File: config.mk
export PLATFORM = sky130hd
export DESIGN_NAME = cmif_top
export DESIGN_NICKNAME = d
export VERILOG_FILES = /design/src/common/cmif_pkg.sv /design/src/verilog/cmif_tx_arb.sv /design/src/verilog/cmif_tx_serial.sv /design/src/verilog/cmif_top.sv
export SDC_FILE = /design/constraint.sdc
export NUM_CORES = 1
export LEC_CHECK = 0
export ABC_AREA = 0
export BUFFER_PORTS_ARGS = -buffer_cell sky130_fd_sc_hd__buf_2
export CELL_PAD_IN_SITES_DETAIL_PLACEMENT = 1
export CELL_PAD_IN_SITES_GLOBAL_PLACEMENT = 1
export CORE_MARGIN = 3
export CORE_UTILIZATION = 30
export DETAILED_ROUTE_END_ITERATION = 8
export PLACE_DENSITY = 0.66
export SETUP_SLACK_MARGIN = 0.2
export SKIP_LAST_GASP = 1
export SLEW_MARGIN = 20
export SYNTH_ARGS = -nofsm -noshare
export SYNTH_HDL_FRONTEND = slang
export SYNTH_HIERARCHICAL = 1
export SYNTH_SLANG_ARGS = --single-unit
File: constraint.sdc
create_clock -name core_clk -period 10.93 [get_ports core_clk]
set_input_delay 0.5465 -clock core_clk [delete_from_list [all_inputs] [get_ports core_clk]]
set_output_delay 0.5465 -clock core_clk [all_outputs]
set_load 0.05 [all_outputs]
File: src/common/cmif_pkg.sv
// shared constants, frame carrier and identifier byte packing
package cmif_pkg;
    // register byte addresses, one aligned word each
    localparam logic [7:0] OFS_TX_ID0   = 8'h00;
    localparam logic [7:0] OFS_RX_ID0   = 8'h10;
    localparam logic [7:0] OFS_TX_EMPTY = 8'h20;
    localparam logic [7:0] OFS_TX_SEL   = 8'h24;
    localparam logic [7:0] OFS_RX_FULL  = 8'h28;
    localparam logic [7:0] OFS_STATUS   = 8'h2c;
    // field positions inside the identifier bytes
    localparam int EXT_SRR_BIT = 4;
    localparam int EXT_IDE_BIT = 3;
    localparam int EXT_RTR_BIT = 0;
    localparam int STD_RTR_BIT = 4;
    localparam int STD_IDE_BIT = 3;
    // arbitration field lengths in bits
    localparam logic [5:0] EXT_LEN = 6'h20;
    localparam logic [5:0] STD_LEN = 6'h0d;
    // sequence positions of control bits in the arbitration field
    localparam logic [5:0] POS_SRR_OR_STD_RTR = 6'h0b;
    localparam logic [5:0] POS_IDE            = 6'h0c;
    // reset values
    localparam logic TX_EMPTY_RST = 1'b1;
    localparam logic RX_FULL_RST  = 1'b0;
    localparam logic TX_SEL_RST   = 1'b0;
    // core clock cycles per arbitration bit
    localparam int BIT_DIV_DEF = 8;

    typedef struct packed {
        logic        ext;
        logic [28:0] id;
        logic        srr;
        logic        rtr;
    } cmif_id_s;

    // fields to bytes 0..3, byte 0 in bits 31:24
    function automatic logic [31:0] cmif_pack(input cmif_id_s f);
        if (f.ext)
            cmif_pack = {f.id[28:18], f.srr, 1'b1, f.id[17:0], f.rtr};
        else
            cmif_pack = {f.id[10:0], f.rtr, 1'b0, 19'h0};
    endfunction

    // bytes to arbitration key, sent msb first, lowest value wins
    function automatic logic [31:0] cmif_key(input logic [31:0] w);
        if (w[16 + EXT_IDE_BIT])
            cmif_key = {w[31:21], 1'b1, 1'b1, w[18:0]};
        else
            cmif_key = {w[31:21], w[16 + STD_RTR_BIT], 1'b0, 19'h0};
    endfunction
endpackage

File: src/verilog/cmif_tx_arb.sv
// picks the pending transmit buffer with the lowest arbitration key
`timescale 1ns/10ps
module cmif_tx_arb
    import cmif_pkg::*;
#(
    parameter int N_TX = 3
)(
    input  wire logic [N_TX-1:0]     pend,
    input  wire logic [31:0]         keys [N_TX],
    output logic                     sel_valid,
    output logic [((N_TX > 1) ? $clog2(N_TX) : 1)-1:0] sel_idx
);
    localparam int AW = (N_TX > 1) ? $clog2(N_TX) : 1;

    always_comb
    begin
        sel_valid = 1'b0;
        sel_idx   = '0;
        for (int i = 0; i < N_TX; i++)
        begin
            if (pend[i] && (!sel_valid || keys[i] < keys[sel_idx]))
            begin
                sel_valid = 1'b1;
                sel_idx   = i[AW-1:0];
            end
        end
    end
endmodule

File: src/verilog/cmif_tx_serial.sv
// shifts an arbitration field out msb first at the bit rate
`timescale 1ns/10ps
module cmif_tx_serial
    import cmif_pkg::*;
#(
    parameter int BIT_DIV = BIT_DIV_DEF
)(
    input  wire logic        core_clk,
    input  wire logic        nrst,
    input  wire logic        load,
    input  wire logic [31:0] key,
    output logic             busy,
    output logic             bit_out,
    output logic             bit_valid,
    output logic             done
);
    initial
    begin
        if (BIT_DIV < 2 || BIT_DIV > 256) $error("BIT_DIV must be 2 to 256");
    end

    // cycles from busy to the first bit pulse
    localparam int FIRST_LAT = BIT_DIV;

    localparam int DW = $clog2(BIT_DIV);
    localparam logic [DW-1:0] DIV_LAST = DW'(BIT_DIV - 1);

    logic [DW-1:0] div_r;
    logic          bit_en;
    logic [31:0]   shreg_r;
    logic [5:0]    remain_r;
    logic          ext_r;
    logic [31:0]   key_r;
    logic [5:0]    sent_r;

    assign bit_en = (div_r == DIV_LAST);

    // bit rate divider
    always_ff @(posedge core_clk)
    begin
        if (!nrst || !busy || bit_en)
            div_r <= '0;
        else
            div_r <= div_r + 1'b1;
    end

    always_ff @(posedge core_clk)
    begin
        if (!nrst)
        begin
            busy      <= 1'b0;
            bit_out   <= 1'b1;
            bit_valid <= 1'b0;
            done      <= 1'b0;
            remain_r  <= '0;
            shreg_r   <= '0;
            ext_r     <= 1'b0;
            key_r     <= '0;
        end
        else
        begin
            bit_valid <= 1'b0;
            done      <= 1'b0;
            if (load && !busy)
            begin
                busy     <= 1'b1;
                shreg_r  <= key;
                key_r    <= key;
                ext_r    <= key[31 - POS_IDE];
                remain_r <= key[31 - POS_IDE] ? EXT_LEN : STD_LEN;
            end
            else if (busy && bit_en)
            begin
                bit_out   <= shreg_r[31];
                bit_valid <= 1'b1;
                shreg_r   <= {shreg_r[30:0], 1'b0};
                remain_r  <= remain_r - 1'b1;
                if (remain_r == 6'h01)
                begin
                    busy <= 1'b0;
                    done <= 1'b1;
                end
            end
        end
    end

    // sequence position of the bit now on bit_out
    always_ff @(posedge core_clk)
    begin
        if (!nrst || (load && !busy))
            sent_r <= '0;
        else if (bit_valid)
            sent_r <= sent_r + 1'b1;
    end
endmodule

File: src/verilog/cmif_top.sv
// identifier buffers with avalon slave, receive store and transmit arbiter
//
// Contract
// - extended identifier record is 32 bits
// - standard identifier record is 13 bits
// - byte 0 holds extended id 28..21
// - byte 1: id 20..18, srr, ide, 17..15
// - byte 2 holds id 14..7, no reset
// - byte 3 holds id 6..0 and rtr
// - id 28 is msb, sent first
// - lowest identifier value wins arbitration
// - srr is fixed recessive, extended only
// - received srr stored as sampled
// - ide zero standard, one extended
// - received ide stored as received
// - transmit ide selects sent format
// - received rtr: zero data, one remote
// - transmit rtr sent as written
// - standard mapping: id 10..0, rtr, ide
// - access gated by empty/select and full flags
`timescale 1ns/10ps
module cmif_top
    import cmif_pkg::*;
#(
    parameter int N_TX    = 3,
    parameter int BIT_DIV = BIT_DIV_DEF
)(
    input  wire logic        core_clk,
    input  wire logic        nrst,
    input  wire logic [7:0]  avs_address,
    input  wire logic        avs_read,
    input  wire logic        avs_write,
    input  wire logic [31:0] avs_writedata,
    input  wire logic [3:0]  avs_byteenable,
    output logic      [31:0] avs_readdata,
    output logic             avs_waitrequest,
    input  wire logic        rx_valid,
    input  wire cmif_id_s    rx_frame,
    output logic             tx_bit,
    output logic             tx_bit_valid,
    output logic             tx_busy,
    output logic             tx_done
);
    initial
    begin
        if (N_TX < 1 || N_TX > 8) $error("N_TX must be 1 to 8");
    end

    localparam int IW = (N_TX > 1) ? $clog2(N_TX) : 1;

    logic [31:0]   tx_id_mem [N_TX];
    logic [31:0]   rx_id_r;
    logic [N_TX-1:0] tx_empty_r;
    logic [N_TX-1:0] tx_sel_r;
    logic          rx_full_r;
    logic          rx_overrun_r;
    logic          load_r;
    logic [IW-1:0] cur_idx_r;
    logic [31:0]   keys [N_TX];
    logic [N_TX-1:0] pend;
    logic          arb_valid;
    logic [IW-1:0] arb_idx;
    logic          ser_busy;
    logic          ser_bit;
    logic          ser_valid;
    logic          ser_done;
    logic          req;
    logic          acc;
    logic          acc_wr;
    logic [1:0]    byte_sel;
    logic          hit_tx;
    logic          hit_rx;
    logic          sw_sel_valid;
    logic [IW-1:0] sw_idx;
    logic          tx_open;

    // first selected buffer in the select mask
    function automatic logic [IW:0] first_set(input logic [N_TX-1:0] m);
        first_set = '0;
        for (int i = N_TX - 1; i >= 0; i--)
        begin
            if (m[i])
                first_set = {1'b1, i[IW-1:0]};
        end
    endfunction

    // byte lane of a buffer word, byte 0 on top
    function automatic logic [7:0] pick_byte(input logic [31:0] w,
                                             input logic [1:0]  b);
        pick_byte = w[8 * (3 - b) +: 8];
    endfunction

    assign req      = avs_read || avs_write;
    assign acc      = req && !avs_waitrequest;
    assign acc_wr   = acc && avs_write && avs_byteenable[0];
    assign byte_sel = avs_address[3:2];
    assign hit_tx   = (avs_address[7:4] == OFS_TX_ID0[7:4]);
    assign hit_rx   = (avs_address[7:4] == OFS_RX_ID0[7:4]);
    assign {sw_sel_valid, sw_idx} = first_set(tx_sel_r);
    // transmit bytes open when empty and selected
    assign tx_open  = sw_sel_valid && tx_empty_r[sw_idx];

    // one wait state, then the answer stands for one cycle
    always_ff @(posedge core_clk)
    begin
        if (!nrst)
            avs_waitrequest <= 1'b1;
        else
            avs_waitrequest <= !(req && avs_waitrequest);
    end

    // read data mux, closed or unmapped reads give zero
    always_ff @(posedge core_clk)
    begin
        if (!nrst)
            avs_readdata <= '0;
        else if (avs_read && avs_waitrequest)
        begin
            avs_readdata <= '0;
            if (hit_tx && tx_open)
                avs_readdata[7:0] <= pick_byte(tx_id_mem[sw_idx], byte_sel);
            else if (hit_rx && rx_full_r)
                avs_readdata[7:0] <= pick_byte(rx_id_r, byte_sel);
            else if (avs_address == OFS_TX_EMPTY)
                avs_readdata[N_TX-1:0] <= tx_empty_r;
            else if (avs_address == OFS_TX_SEL)
                avs_readdata[N_TX-1:0] <= tx_sel_r;
            else if (avs_address == OFS_RX_FULL)
                avs_readdata[0] <= rx_full_r;
            else if (avs_address == OFS_STATUS)
                avs_readdata[2:0] <= {rx_overrun_r, load_r, ser_busy};
        end
    end

    // bytes held as written, no reset
    always_ff @(posedge core_clk)
    begin
        if (acc_wr && hit_tx && tx_open)
            tx_id_mem[sw_idx][8 * (3 - byte_sel) +: 8] <= avs_writedata[7:0];
    end

    // store received fields in buffer layout
    always_ff @(posedge core_clk)
    begin
        if (rx_valid && !rx_full_r)
            rx_id_r <= cmif_pack(rx_frame);
    end

    // receive full flag, arrival wins over a clear
    always_ff @(posedge core_clk)
    begin
        if (!nrst)
        begin
            rx_full_r    <= RX_FULL_RST;
            rx_overrun_r <= 1'b0;
        end
        else
        begin
            if (rx_valid)
                rx_full_r <= 1'b1;
            else if (acc_wr && avs_address == OFS_RX_FULL
                     && avs_writedata[0])
                rx_full_r <= 1'b0;
            if (rx_valid && rx_full_r)
                rx_overrun_r <= 1'b1;
            else if (acc_wr && avs_address == OFS_STATUS
                     && avs_writedata[2])
                rx_overrun_r <= 1'b0;
        end
    end

    // buffer select register
    always_ff @(posedge core_clk)
    begin
        if (!nrst)
            tx_sel_r <= {N_TX{TX_SEL_RST}};
        else if (acc_wr && avs_address == OFS_TX_SEL)
            tx_sel_r <= avs_writedata[N_TX-1:0];
    end

    // empty flags: writing one queues a buffer, completion sets it again
    always_ff @(posedge core_clk)
    begin
        if (!nrst)
            tx_empty_r <= {N_TX{TX_EMPTY_RST}};
        else
        begin
            for (int i = 0; i < N_TX; i++)
            begin
                if (ser_done && cur_idx_r == i[IW-1:0])
                    tx_empty_r[i] <= 1'b1;
                else if (acc_wr && avs_address == OFS_TX_EMPTY
                         && avs_writedata[i])
                    tx_empty_r[i] <= 1'b0;
            end
        end
    end

    genvar g;
    generate
        for (g = 0; g < N_TX; g++)
        begin : g_keys
            // key layout follows the format flag
            assign keys[g] = cmif_key(tx_id_mem[g]);
            assign pend[g] = !tx_empty_r[g];
        end
    endgenerate

    cmif_tx_arb #(
        .N_TX      (N_TX)
    ) u_arb (
        .pend      (pend),
        .keys      (keys),
        .sel_valid (arb_valid),
        .sel_idx   (arb_idx)
    );

    // start the winning buffer when the serializer is idle
    always_ff @(posedge core_clk)
    begin
        if (!nrst)
        begin
            load_r    <= 1'b0;
            cur_idx_r <= '0;
        end
        else
        begin
            // a finishing buffer still looks pending for one cycle
            load_r <= arb_valid && !ser_busy && !ser_done && !load_r;
            if (arb_valid && !ser_busy && !ser_done && !load_r)
                cur_idx_r <= arb_idx;
        end
    end

    cmif_tx_serial #(
        .BIT_DIV   (BIT_DIV)
    ) u_ser (
        .core_clk  (core_clk),
        .nrst      (nrst),
        .load      (load_r),
        .key       (keys[cur_idx_r]),
        .busy      (ser_busy),
        .bit_out   (ser_bit),
        .bit_valid (ser_valid),
        .done      (ser_done)
    );

    always_ff @(posedge core_clk)
    begin
        if (!nrst)
        begin
            tx_bit       <= 1'b1;
            tx_bit_valid <= 1'b0;
            tx_busy      <= 1'b0;
            tx_done      <= 1'b0;
        end
        else
        begin
            tx_bit       <= ser_bit;
            tx_bit_valid <= ser_valid;
            tx_busy      <= ser_busy || load_r;
            tx_done      <= ser_done;
        end
    end
endmodule

==> metrics.cfg, run 1 <==
[status]
status=completed

[die]
core_um2=38900
dieWidth_um=205
die_h_um=205
initial_utilization_pct=30.6
die_area_um2=42100
std_cell_rows=72
pin_count=118

[synth]
synth.most_common_cell=edfxtp_1
yosys_warnings=6
synth_cell_types=74
synth_cells=1181
synth_area_leader_cell=edfxtp_1
synthArstFlopShare_pct=0
synthesis.area_um2=11900
ys_ff_latch=197
synth_top_area_share_pct=32.3
synth.area.top_cells=edfxtp_1, dfxtp_1, ha_1
avgSynthCellArea_um2=10.1
seq_area_frac_synth_pct=43.9
synth_edf_count=128
netlist_top_cells_count=edfxtp_1, and2_1, nand2_1, inv_1, ha_1
synth_ff_type=edfxtp_1

[grt]
antenna_found_initial=1
overflow=0
grt_pass1_vias=9806
grt_start_max_net_pins=50
grt_first_pass_wirelength_um=58100
grt.total_usage_pct=18.1

[cells_and_area]
final_nets=1366
fin_cells=1745
diodes=0
areaGrowthSynthToFinish_pct=11.2
layout-drive-gt1-share_pct=12.1

[timing]
min_period_over_period_pct=51.2
rsz0062_at_grt=false
timing.final.hold_violations=0
drv_slew=0
finalSetupViolCount=0
fin_skew_ps=15.2
fmax_mhz=179
setup_tns_ps=0
tightest_slew_ps=1010
max_slew_margin_pct=32.5
period_needed_ps=5600

[pwr]
p_int_mw=1.15
sw_frac_of_total_pct=26.6
combinationalPowerShare_pct=6.2
p_sw_mw=0.417
p_per_area_nw_per_um2=118
power_frac_seq_pct=51.1
peakVddDrop_v=0.000113
power.leakage_nw=4.81
pwr-share-clk_pct=42.7

[setup_path]
cp.arrival_ps=5990
crit_type=flop to flop
worstSetupStartpointType=flop
crit_fanout=33
critPathRequiredTime_ps=11320
cp-end-kind=flop

[drt]
drc_errors=0
vias_per_cell=5.42
routed_wl_um=37900
num_vias=9454
first_iter_violations=628
ant_nets=0
wl_per_cell_um=21.7
first_pass_iters=5

[hold_path]
hp-class=input pin to flop

[flow_run]
maxCapViolCount=0

[clock_network]
hold_buffers=0
tritoncts.num_buffers=17
cts_max_path_buffers=2
cts_tree=built
cts.clk_slew.worst_paths_ps=90
ctsResizeCount=0
cts_sinks=197
cts.htree.levels=4
cts_root_buffer=clkbuf_16
clkLatencyLatePin_ps=460
post_cts_buffers=0

[place]
hpwl_um=27700
place_inst=1713
routabilityCongestion=0.904
port-buffer-count=66

==> state kept, by name, summed over array words and instances, names as in the netlist, 2 cells and up <==
register	cells
avs_readdata	8
tx_id_mem	96
tx_empty_r	3
cur_idx_r	2
u_ser/remain_r	6
rx_id_r	32
u_ser/shreg_r	32
tx_sel_r	3
u_ser/div_r	3
==> kinds of logic after synthesis <==
logic type / after synthesis / share of synthesized area (%)
adder cells (fa/ha/maj): 71 / 7.46
XOR/XNOR: 1 / 0.0736
flip-flops: 197 / 43.9
multiplexers: 87 / 8.31
buffers and inverters: 167 / 6.58
AO/OA/AOI/OAI: 286 / 16.8
other: 1 / 0.0315
AND/OR/NAND/NOR: 371 / 16.8
==> worst max-delay path: stages, from the launching register on <==
cell	delay, ps
edfxtp_1	970
and2_1	260
ha_1	230
a2111o_1	360
a211oi_1	370
o21ai_1	310
a31oi_4	220
buf_4	560
mux2i_1	260
ha_1	270
a211oi_1	250
o21ai_0	150
o211ai_1	170
o211ai_1	200
a21o_1	230
o31a_1	310
a31oi_1	160
mux2i_1	100
nor2b_1	130
==> stage by stage <==
step	total power, mW	worst slack [ps]	cell area [µm²]	utilization, %	hold slack, ps
finish	1.57	5330	13200	34.0	333
global route	1.62	4940	13200	34.0	325
global placement	0.913	5440	12600	32.4	428
detailed placement	0.915	5360	12600	32.4	427
CTS	1.58	5350	13200	34.0	313
floorplan	0.888	6630	12000	-	407
==> power groups by stage <==
stage	Clock, mW	Combinational (mW)	Sequential [mW]
detailed placement	0	0.0965	0.819
global placement	0	0.0948	0.818
CTS	0.685	0.0968	0.802
finish	0.669	0.0970	0.801
floorplan	0	0.0692	0.819
global route	0.711	0.104	0.802
==> layout make-up <==
cell class,instances,area (µm²)
fillers,4418,25700
multi-input cells,840,6000
flip-flops and latches,197,5230
well taps,518,648
repair buffers,82,450
clock buffers,17,425
inverters,76,285
clock inverters,15,200
==> routing by layer <==
metal / share of wire (%) / track usage [%] / vias to the layer above / wire, µm
met5: 0 / 0 / - / 0
met1: 45 / 24.2 / 4733 / 17000
met4: 2.5 / 5.37 / 0 / 944
met2: 47 / 29.6 / 303 / 17700
met3: 6.2 / 3.61 / 43 / 2340
li1: - / - / 4375 / -
==> placed cells by master (no fill, tap or decap), types with 9 or more instances in the layout <==
cell type  synthesis  layout
dfxtp_1           69      68
nand2_1          108     108
and2_1           112     112
nor2b_1           29      28
mux2i_1           66      66
nand3b_1          10      10
nand4_1           12      12
buf_2             19      66
a21oi_1           54      54
a22oi_1           28      28
nand2b_1           9       9
mux2_2            12      12
buf_4             27      16
o221ai_1          30      30
o22ai_1           15      15
clkbuf_16          0      17
nor2_1            29      29
a211oi_1          39      39
nor3_1            11      10
o21ai_0           43      43
inv_1             75      75
nand3_1           17      17
ha_1              71      71
conb_1             1      24
edfxtp_1         128     128
==> worst paths after layout <==
| path | startpoint | endpoint | slack [ps] | cells past startpoint |
|---|---|---|---|---|
| setup / recovery | tx_id_mem[1][19] | cur_idx_r[1] | 5330 | 18 |
| hold / removal | avs_write | avs_waitrequest | 330 | 2 |
| setup reg to reg | tx_id_mem[1][19] | cur_idx_r[1] | 5330 | 18 |
| hold reg to reg | u_ser/div_r[0] | u_ser/div_r[0] | 440 | 1 |
(Power assumes the default switching activity.)
==> inputs of run 2 (changes only) <==
==> constraint.sdc (replaced) <==
create_clock -name core_clk -period 5.5 [get_ports core_clk]
set_input_delay 0.275 -clock core_clk [delete_from_list [all_inputs] [get_ports core_clk]]
set_output_delay 0.275 -clock core_clk [all_outputs]
set_load 0.05 [all_outputs]
==> run 2 against run 1 <==
  * Clock-buffer cell count stayed put
  * Die area did not move
  * First-iteration DRC count rose by 11%
  * Non-clock buffer count increased by 8
  * Fmax is 14% higher
  * Combinational power increased by 99%
  * Setup slack worse by 4700 ps
  * Clock power is 100% higher
  * Flip-flop and latch count did not move
  * Worst hold slack worse by 280 ps
  * Cell area rose by 0.76%
  * Critical path type unchanged
  * Largest cell class unchanged
  * Largest power group unchanged
  * Highest routed layer is now met5
==> metrics.cfg, run 2 (same netlist as run 1, synthesis figures left out) <==
[clock_network]
cts_tree=built  ; unchanged
hold_buffers=0  ; unchanged
cts.clk_slew.worst_paths_ps=90  ; about the same
ctsResizeCount=0  ; unchanged
cts_max_path_buffers=2  ; unchanged
cts_sinks=197  ; unchanged
cts_root_buffer=clkbuf_16  ; unchanged
post_cts_buffers=0  ; unchanged
tritoncts.num_buffers=17  ; unchanged
clkLatencyLatePin_ps=450  ; was 460 ps
cts.htree.levels=4  ; unchanged

[cells_and_area]
largest_register_ffs=96  ; unchanged
seqCellArea_um2=5230  ; unchanged
multiInputGateArea_um2=5990  ; was 6000 µm²
top_regs=tx_id_mem: 96 flops, rx_id_r: 32 flops, u_ser/shreg_r: 32 flops  ; unchanged
fillers=4439  ; was 4418
final_core_util_pct=34.3  ; was 34.0%
most-common-layout-cells=edfxtp_1, and2_1, nand2_1  ; unchanged
regMostFlops=tx_id_mem  ; unchanged
areaGrowthSynthToFinish_pct=12.0  ; was 11.2%
final_nets=1374  ; was 1366
layout-drive-gt1-share_pct=12.6  ; was 12.1%
layout_commonest_cell=edfxtp_1  ; unchanged
diodes=0  ; unchanged

[drt]
routed_wl_um=38400  ; was 37900 µm
vias_per_cell=5.39  ; was 5.42
ant_nets=0  ; unchanged
drc_errors=0  ; unchanged
num_vias=9451  ; was 9454
first_iter_violations=696  ; was 628
first_pass_iters=5  ; unchanged
wl_per_cell_um=21.9  ; was 21.7 µm

[flow_run]
maxCapViolCount=0  ; unchanged

[grt]
antenna_found_initial=1  ; unchanged
busiest_layer=met2  ; unchanged
grt_util_met3_pct=2.93  ; was 3.61%
gr-usage-met2_pct=30.4  ; was 29.6%
grt_start_max_net_pins=50  ; unchanged
grt.total_usage_pct=18.3  ; was 18.1%
grt_pass1_vias=9714  ; was 9806
overflow=0  ; unchanged
grt_first_pass_wirelength_um=58900  ; was 58100 µm
grtUsageMet1_pct=24.8  ; was 24.2%

[place]
hpwl_um=28200  ; was 27700 µm
port-buffer-count=66  ; unchanged
routabilityCongestion=0.877  ; was 0.904
dp_slack_ps=350  ; was 5360 ps

[die]
initial_utilization_pct=30.6  ; unchanged
pin_count=118  ; unchanged
die_area_um2=42100  ; unchanged
core_um2=38900  ; unchanged
dieWidth_um=205  ; unchanged
die_h_um=205  ; unchanged
std_cell_rows=72  ; unchanged

[setup_path]
crit_path_end=cur_idx_r[0]  ; was cur_idx_r[1]
reg2reg_slack_ps=600  ; was 5330 ps
worstSetupStartpointType=flop  ; unchanged
r2r-start=tx_id_mem[0][24]  ; was tx_id_mem[1][19]
critPathRequiredTime_ps=5880  ; was 11320 ps
crit_chain=inv_1 > ha_1 > nand4_1 > nor4_2 > a221oi_1 > a21oi_1 > a31oi_4 > buf_4 > mux2i_1 > ha_1 > and3_1 > nand3_1 > nor2_1 > nand2_1 > nor3_1 > a21boi_0 > o31a_1 > mux2i_1 > nor2b_1  ; was and2_1 > ha_1 > a2111o_1 > a211oi_1 > o21ai_1 > a31oi_4 > buf_4 > mux2i_1 > ha_1 > a211oi_1 > o21ai_0 > o211ai_1 > o211ai_1 > a21o_1 > o31a_1 > a31oi_1 > mux2i_1 > nor2b_1
worst_r2r_endpoint=cur_idx_r[0]  ; was cur_idx_r[1]
cp-end-kind=flop  ; unchanged
cp_num_buf_inv=2  ; was 1
crit_type=flop to flop  ; unchanged
crit_start=tx_id_mem[0][24]  ; was tx_id_mem[1][19]
cpLargestDelayFamily=simple AND/OR/NAND/NOR gates  ; was compound AO/OA/AOI/OAI gates
cp.depth=19  ; was 18
worstRegToRegCells=19  ; was 18
slowest_delay_ps=630  ; was 970 ps
crit_fanout=16  ; was 33
cp_slowest_cell=nor4_2  ; was edfxtp_1
cp.arrival_ps=5280  ; was 5990 ps

[timing]
rsz0062_at_grt=false  ; unchanged
min_period_over_period_pct=89.1  ; was 51.2%
max_slew_margin_pct=25.1  ; was 32.5%
drv_slew=0  ; unchanged
timing.final.hold_violations=0  ; unchanged
finalSetupViolCount=0  ; unchanged
setup_tns_ps=0  ; unchanged
tightest_slew_ps=1120  ; was 1010 ps
period_needed_ps=4900  ; was 5600 ps
fin_skew_ps=16.8  ; was 15.2 ps
setup_slack_ps=598  ; was 5330 ps
fmax_mhz=204  ; was 179 MHz

[pwr]
peakVddDrop_v=0.000205  ; was 0.000113 V
power.leakage_nw=4.85  ; was 4.81 nW
p_per_area_nw_per_um2=235  ; was 118 nW/µm²

[hold_path]
hp-class=input pin to flop  ; unchanged

[status]
status=completed  ; unchanged

## run 2: per-layer routing
metal  wire length (µm)  part of all wire, %
met2              18200                   48
met1              17300                   45
met5                 10                0.026
met3               2050                  5.3
met4                772                  2.0
## run 2: power breakdown
part           switching [mW]  internal [mW]  total, mW
registers             0.00565           1.59       1.59
clock network           0.706          0.637       1.34
logic                   0.133         0.0605      0.193
total                   0.845           2.28       3.13
## run 2: cell type report
cell class                      count  share of cell area (%)
Inverter                           76                    2.14
Multi-Input combinational cell    840                    44.9
Tap cell                          518                    4.86
Clock inverter                     15                    1.60
Clock buffer                       17                    3.19
Sequential cell                   197                    39.2
Timing Repair Buffer               90                    4.11
## run 2: through the flow
step,power [mW],area (µm²),hold WS (ps),std cells
5_1_grt,3.23,13300,44.4,1753
6_report,3.13,13300,54.0,1753
3_5_place_dp,1.82,12600,432,1718
4_1_cts,3.16,13300,28.1,1750
3_3_place_gp,1.81,12600,418,1718
2_1_floorplan,1.77,12000,374,1204
## run 2: worst min path at each step
stage / start / endpoint / slack [ps] / cells after the start
after floorplan: rx_frame[31] / rx_id_r[19] / 370 / 0
after global placement: u_ser/div_r[0] / u_ser/div_r[0] / 420 / 1
after detailed placement: u_ser/div_r[0] / u_ser/div_r[0] / 430 / 1
after CTS: avs_write / avs_waitrequest / 30 / 2
after global routing: avs_write / avs_waitrequest / 40 / 2
final: avs_write / avs_waitrequest / 50 / 2
## run 2: worst register-to-register path, delay by kind of cell (launching register included)
kind	cells	cell delay, ps
buf+inv	2	360
simple gates	8	2120
mux	2	240
flops	1	510
compound gates	5	990
fa+ha+maj	2	590
==> inputs of run 3 (changes only) <==
--- a/config.mk
+++ b/config.mk
@@ -12,7 +12,7 @@
 export CORE_MARGIN = 3
 export CORE_UTILIZATION = 30
 export DETAILED_ROUTE_END_ITERATION = 8
-export PLACE_DENSITY = 0.66
+export PLACE_DENSITY = 0.67
 export SETUP_SLACK_MARGIN = 0.2
 export SKIP_LAST_GASP = 1
 export SLEW_MARGIN = 20
==> run 3 against run 2 <==
  * Clock-buffer cell count did not move
  * Sequential share of layout area barely moved
  * Total power fell by 0.17%
  * Register-to-register slack got worse by 20 ps
  * Largest cell class unchanged
  * Flip-flop and latch count did not move
  * Clock skew rose by 3.5 ps
  * Critical path type unchanged
  * First-iteration DRC count fell by 1.4%
  * Highest routed layer is now met4
  * Critical path depth did not move
==> metrics.cfg, run 3 (same netlist as run 1, synthesis figures left out) <==
[setup_path]
worstSetupStartpointType=flop  ; unchanged
crit_top_cell=a21o_1
crit_type=flop to flop  ; unchanged
r2r-start=tx_id_mem[1][19]  ; was tx_id_mem[0][24]
slowest_delay_ps=540  ; was 630 ps
cp-end-kind=flop  ; unchanged
worstRegToRegCells=19  ; unchanged
cp.arrival_ps=5300  ; was 5280 ps
crit_chain=buf_12 > and2_1 > ha_1 > a2111o_1 > a211oi_1 > o21ai_1 > a31oi_4 > buf_4 > mux2i_1 > ha_1 > a21o_1 > a21o_1 > a211oi_1 > o21bai_1 > a21o_1 > o31a_1 > a31oi_1 > mux2i_1 > nor2b_1  ; was inv_1 > ha_1 > nand4_1 > nor4_2 > a221oi_1 > a21oi_1 > a31oi_4 > buf_4 > mux2i_1 > ha_1 > and3_1 > nand3_1 > nor2_1 > nand2_1 > nor3_1 > a21boi_0 > o31a_1 > mux2i_1 > nor2b_1
cp_slowest_cell=edfxtp_1  ; was nor4_2
crit_start=tx_id_mem[1][19]  ; was tx_id_mem[0][24]
worst_r2r_endpoint=cur_idx_r[1]  ; was cur_idx_r[0]
crit_path_end=cur_idx_r[1]  ; was cur_idx_r[0]
crit_fanout=16  ; unchanged
critPathRequiredTime_ps=5890  ; was 5880 ps
reg2reg_slack_ps=580  ; was 600 ps

[cells_and_area]
final_nets=1375  ; was 1374
areaGrowthSynthToFinish_pct=12.0  ; about the same
largest_register_ffs=96  ; unchanged
most-common-layout-cells=edfxtp_1, and2_1, nand2_1  ; unchanged
layout-drive-gt1-share_pct=12.7  ; was 12.6%
layout_commonest_cell=edfxtp_1  ; unchanged
fin_cells=1755  ; was 1753
final_core_util_pct=34.3  ; about the same
top_regs=tx_id_mem: 96 flops, rx_id_r: 32 flops, u_ser/shreg_r: 32 flops  ; unchanged
regMostFlops=tx_id_mem  ; unchanged

[drt]
num_vias=9385  ; was 9451
wl_met2_um=17400  ; was 18200 µm
vias_per_cell=5.35  ; was 5.39
wl_per_cell_um=21.5  ; was 21.9 µm
drt-met1-wl_um=17000  ; was 17300 µm
first_iter_violations=686  ; was 696
top_layer=met4  ; was met5
ant_nets=0  ; unchanged
first_pass_iters=5  ; unchanged
routed_wl_um=37700  ; was 38400 µm
drc_errors=0  ; unchanged
dr_wl_met3_um=2250  ; was 2050 µm

[die]
initial_utilization_pct=30.6  ; unchanged
dieWidth_um=205  ; unchanged
die_h_um=205  ; unchanged
core_um2=38900  ; unchanged
std_cell_rows=72  ; unchanged
pin_count=118  ; unchanged
die_area_um2=42100  ; unchanged

[pwr]
power.leakage_nw=4.86  ; was 4.85 nW
peakVddDrop_v=0.000209  ; was 0.000205 V
p_per_area_nw_per_um2=234  ; was 235 nW/µm²
power_mw=3.12  ; was 3.13 mW

[timing]
max_slew_margin_pct=28.7  ; was 25.1%
tightest_slew_ps=1060  ; was 1120 ps
min_period_over_period_pct=89.4  ; was 89.1%
period_needed_ps=4920  ; was 4900 ps
drv_slew=0  ; unchanged
finalSetupViolCount=0  ; unchanged
fin_skew_ps=20.4  ; was 16.8 ps
timing.final.hold_violations=0  ; unchanged
setup_tns_ps=0  ; unchanged
setup_slack_ps=582  ; was 598 ps
rsz0062_at_grt=false  ; unchanged
fmax_mhz=203  ; was 204 MHz

[place]
routabilityCongestion=0.900  ; was 0.877
port-buffer-count=66  ; unchanged
place_inst=1716  ; was 1718
dp_slack_ps=433  ; was 350 ps
hpwl_um=27800  ; was 28200 µm

[grt]
grt_pass1_vias=9790  ; was 9714
antenna_found_initial=0  ; was 1
grt_start_max_net_pins=50  ; unchanged
overflow=0  ; unchanged
grt_first_pass_wirelength_um=58100  ; was 58900 µm
grt.total_usage_pct=18.1  ; was 18.3%

[clock_network]
cts.htree.levels=4  ; unchanged
cts_root_buffer=clkbuf_16  ; unchanged
cts_sinks=197  ; unchanged
cts_tree=built  ; unchanged
cts.clk_slew.worst_paths_ps=80  ; was 90 ps
hold_buffers=0  ; unchanged
cts_max_path_buffers=2  ; unchanged
clkLatencyLatePin_ps=460  ; was 450 ps
tritoncts.num_buffers=17  ; unchanged

[flow_run]
maxCapViolCount=0  ; unchanged

[status]
status=completed  ; unchanged

[hold_path]
hp-class=input pin to flop  ; unchanged
hold_depth=2  ; unchanged

-- run 3: final cells by class --
type	count	area [µm²]
fill	4475	25600
sequential	197	5230
inverter	76	285
timing repair buffer	91	531
tap	518	648
multi-input combinational	840	6000
clock buffer	17	425
clock inverter	15	216
antenna	1	2.50
-- run 3: power breakdown --
| group | total (mW) | internal [mW] | switching, mW |
|---|---|---|---|
| clock network | 1.34 | 0.641 | 0.700 |
| logic | 0.190 | 0.0600 | 0.130 |
| registers | 1.59 | 1.59 | 0.00553 |
| total | 3.12 | 2.29 | 0.836 |
-- run 3: layer usage --
metal | vias up | track usage (%)
met5 | - | 0
met3 | 51 | 3.61
met4 | 0 | 6.27
li1 | 4412 | -
met2 | 297 | 29.5
met1 | 4625 | 24.0
-- run 3: metrics by stage --
stage               cell area, µm²  hold slack, ps
finish                       13300            53.0
global route                 13300            39.6
CTS                          13300            36.3
detailed placement           12600             424
global placement             12600             423
floorplan                    12000             374
-- run 3: worst min-delay path by stage --
stage / start / slack [ps] / endpoint
final: avs_write / 50 / avs_waitrequest
after global routing: avs_write / 40 / avs_waitrequest
after CTS: avs_write / 40 / avs_waitrequest
after detailed placement: u_ser/bit_valid / 420 / tx_bit_valid
after global placement: u_ser/div_r[0] / 420 / u_ser/div_r[0]
after floorplan: rx_frame[31] / 370 / rx_id_r[19]
-- run 3: timing repair --
action	CTS	global route
setup buffers	0	6
resized for setup	0	0
setup endpoints to repair	0	2
-- run 3: critical path: cells and delay by family, from the launching register on --
family	cells	cell delay, ps
and+or+nand+nor	2	270
muxes	2	380
AOI/OAI and AO/OA	11	2560
DFF	1	540
buffers and inverters	2	540
adders and majority gates	2	570
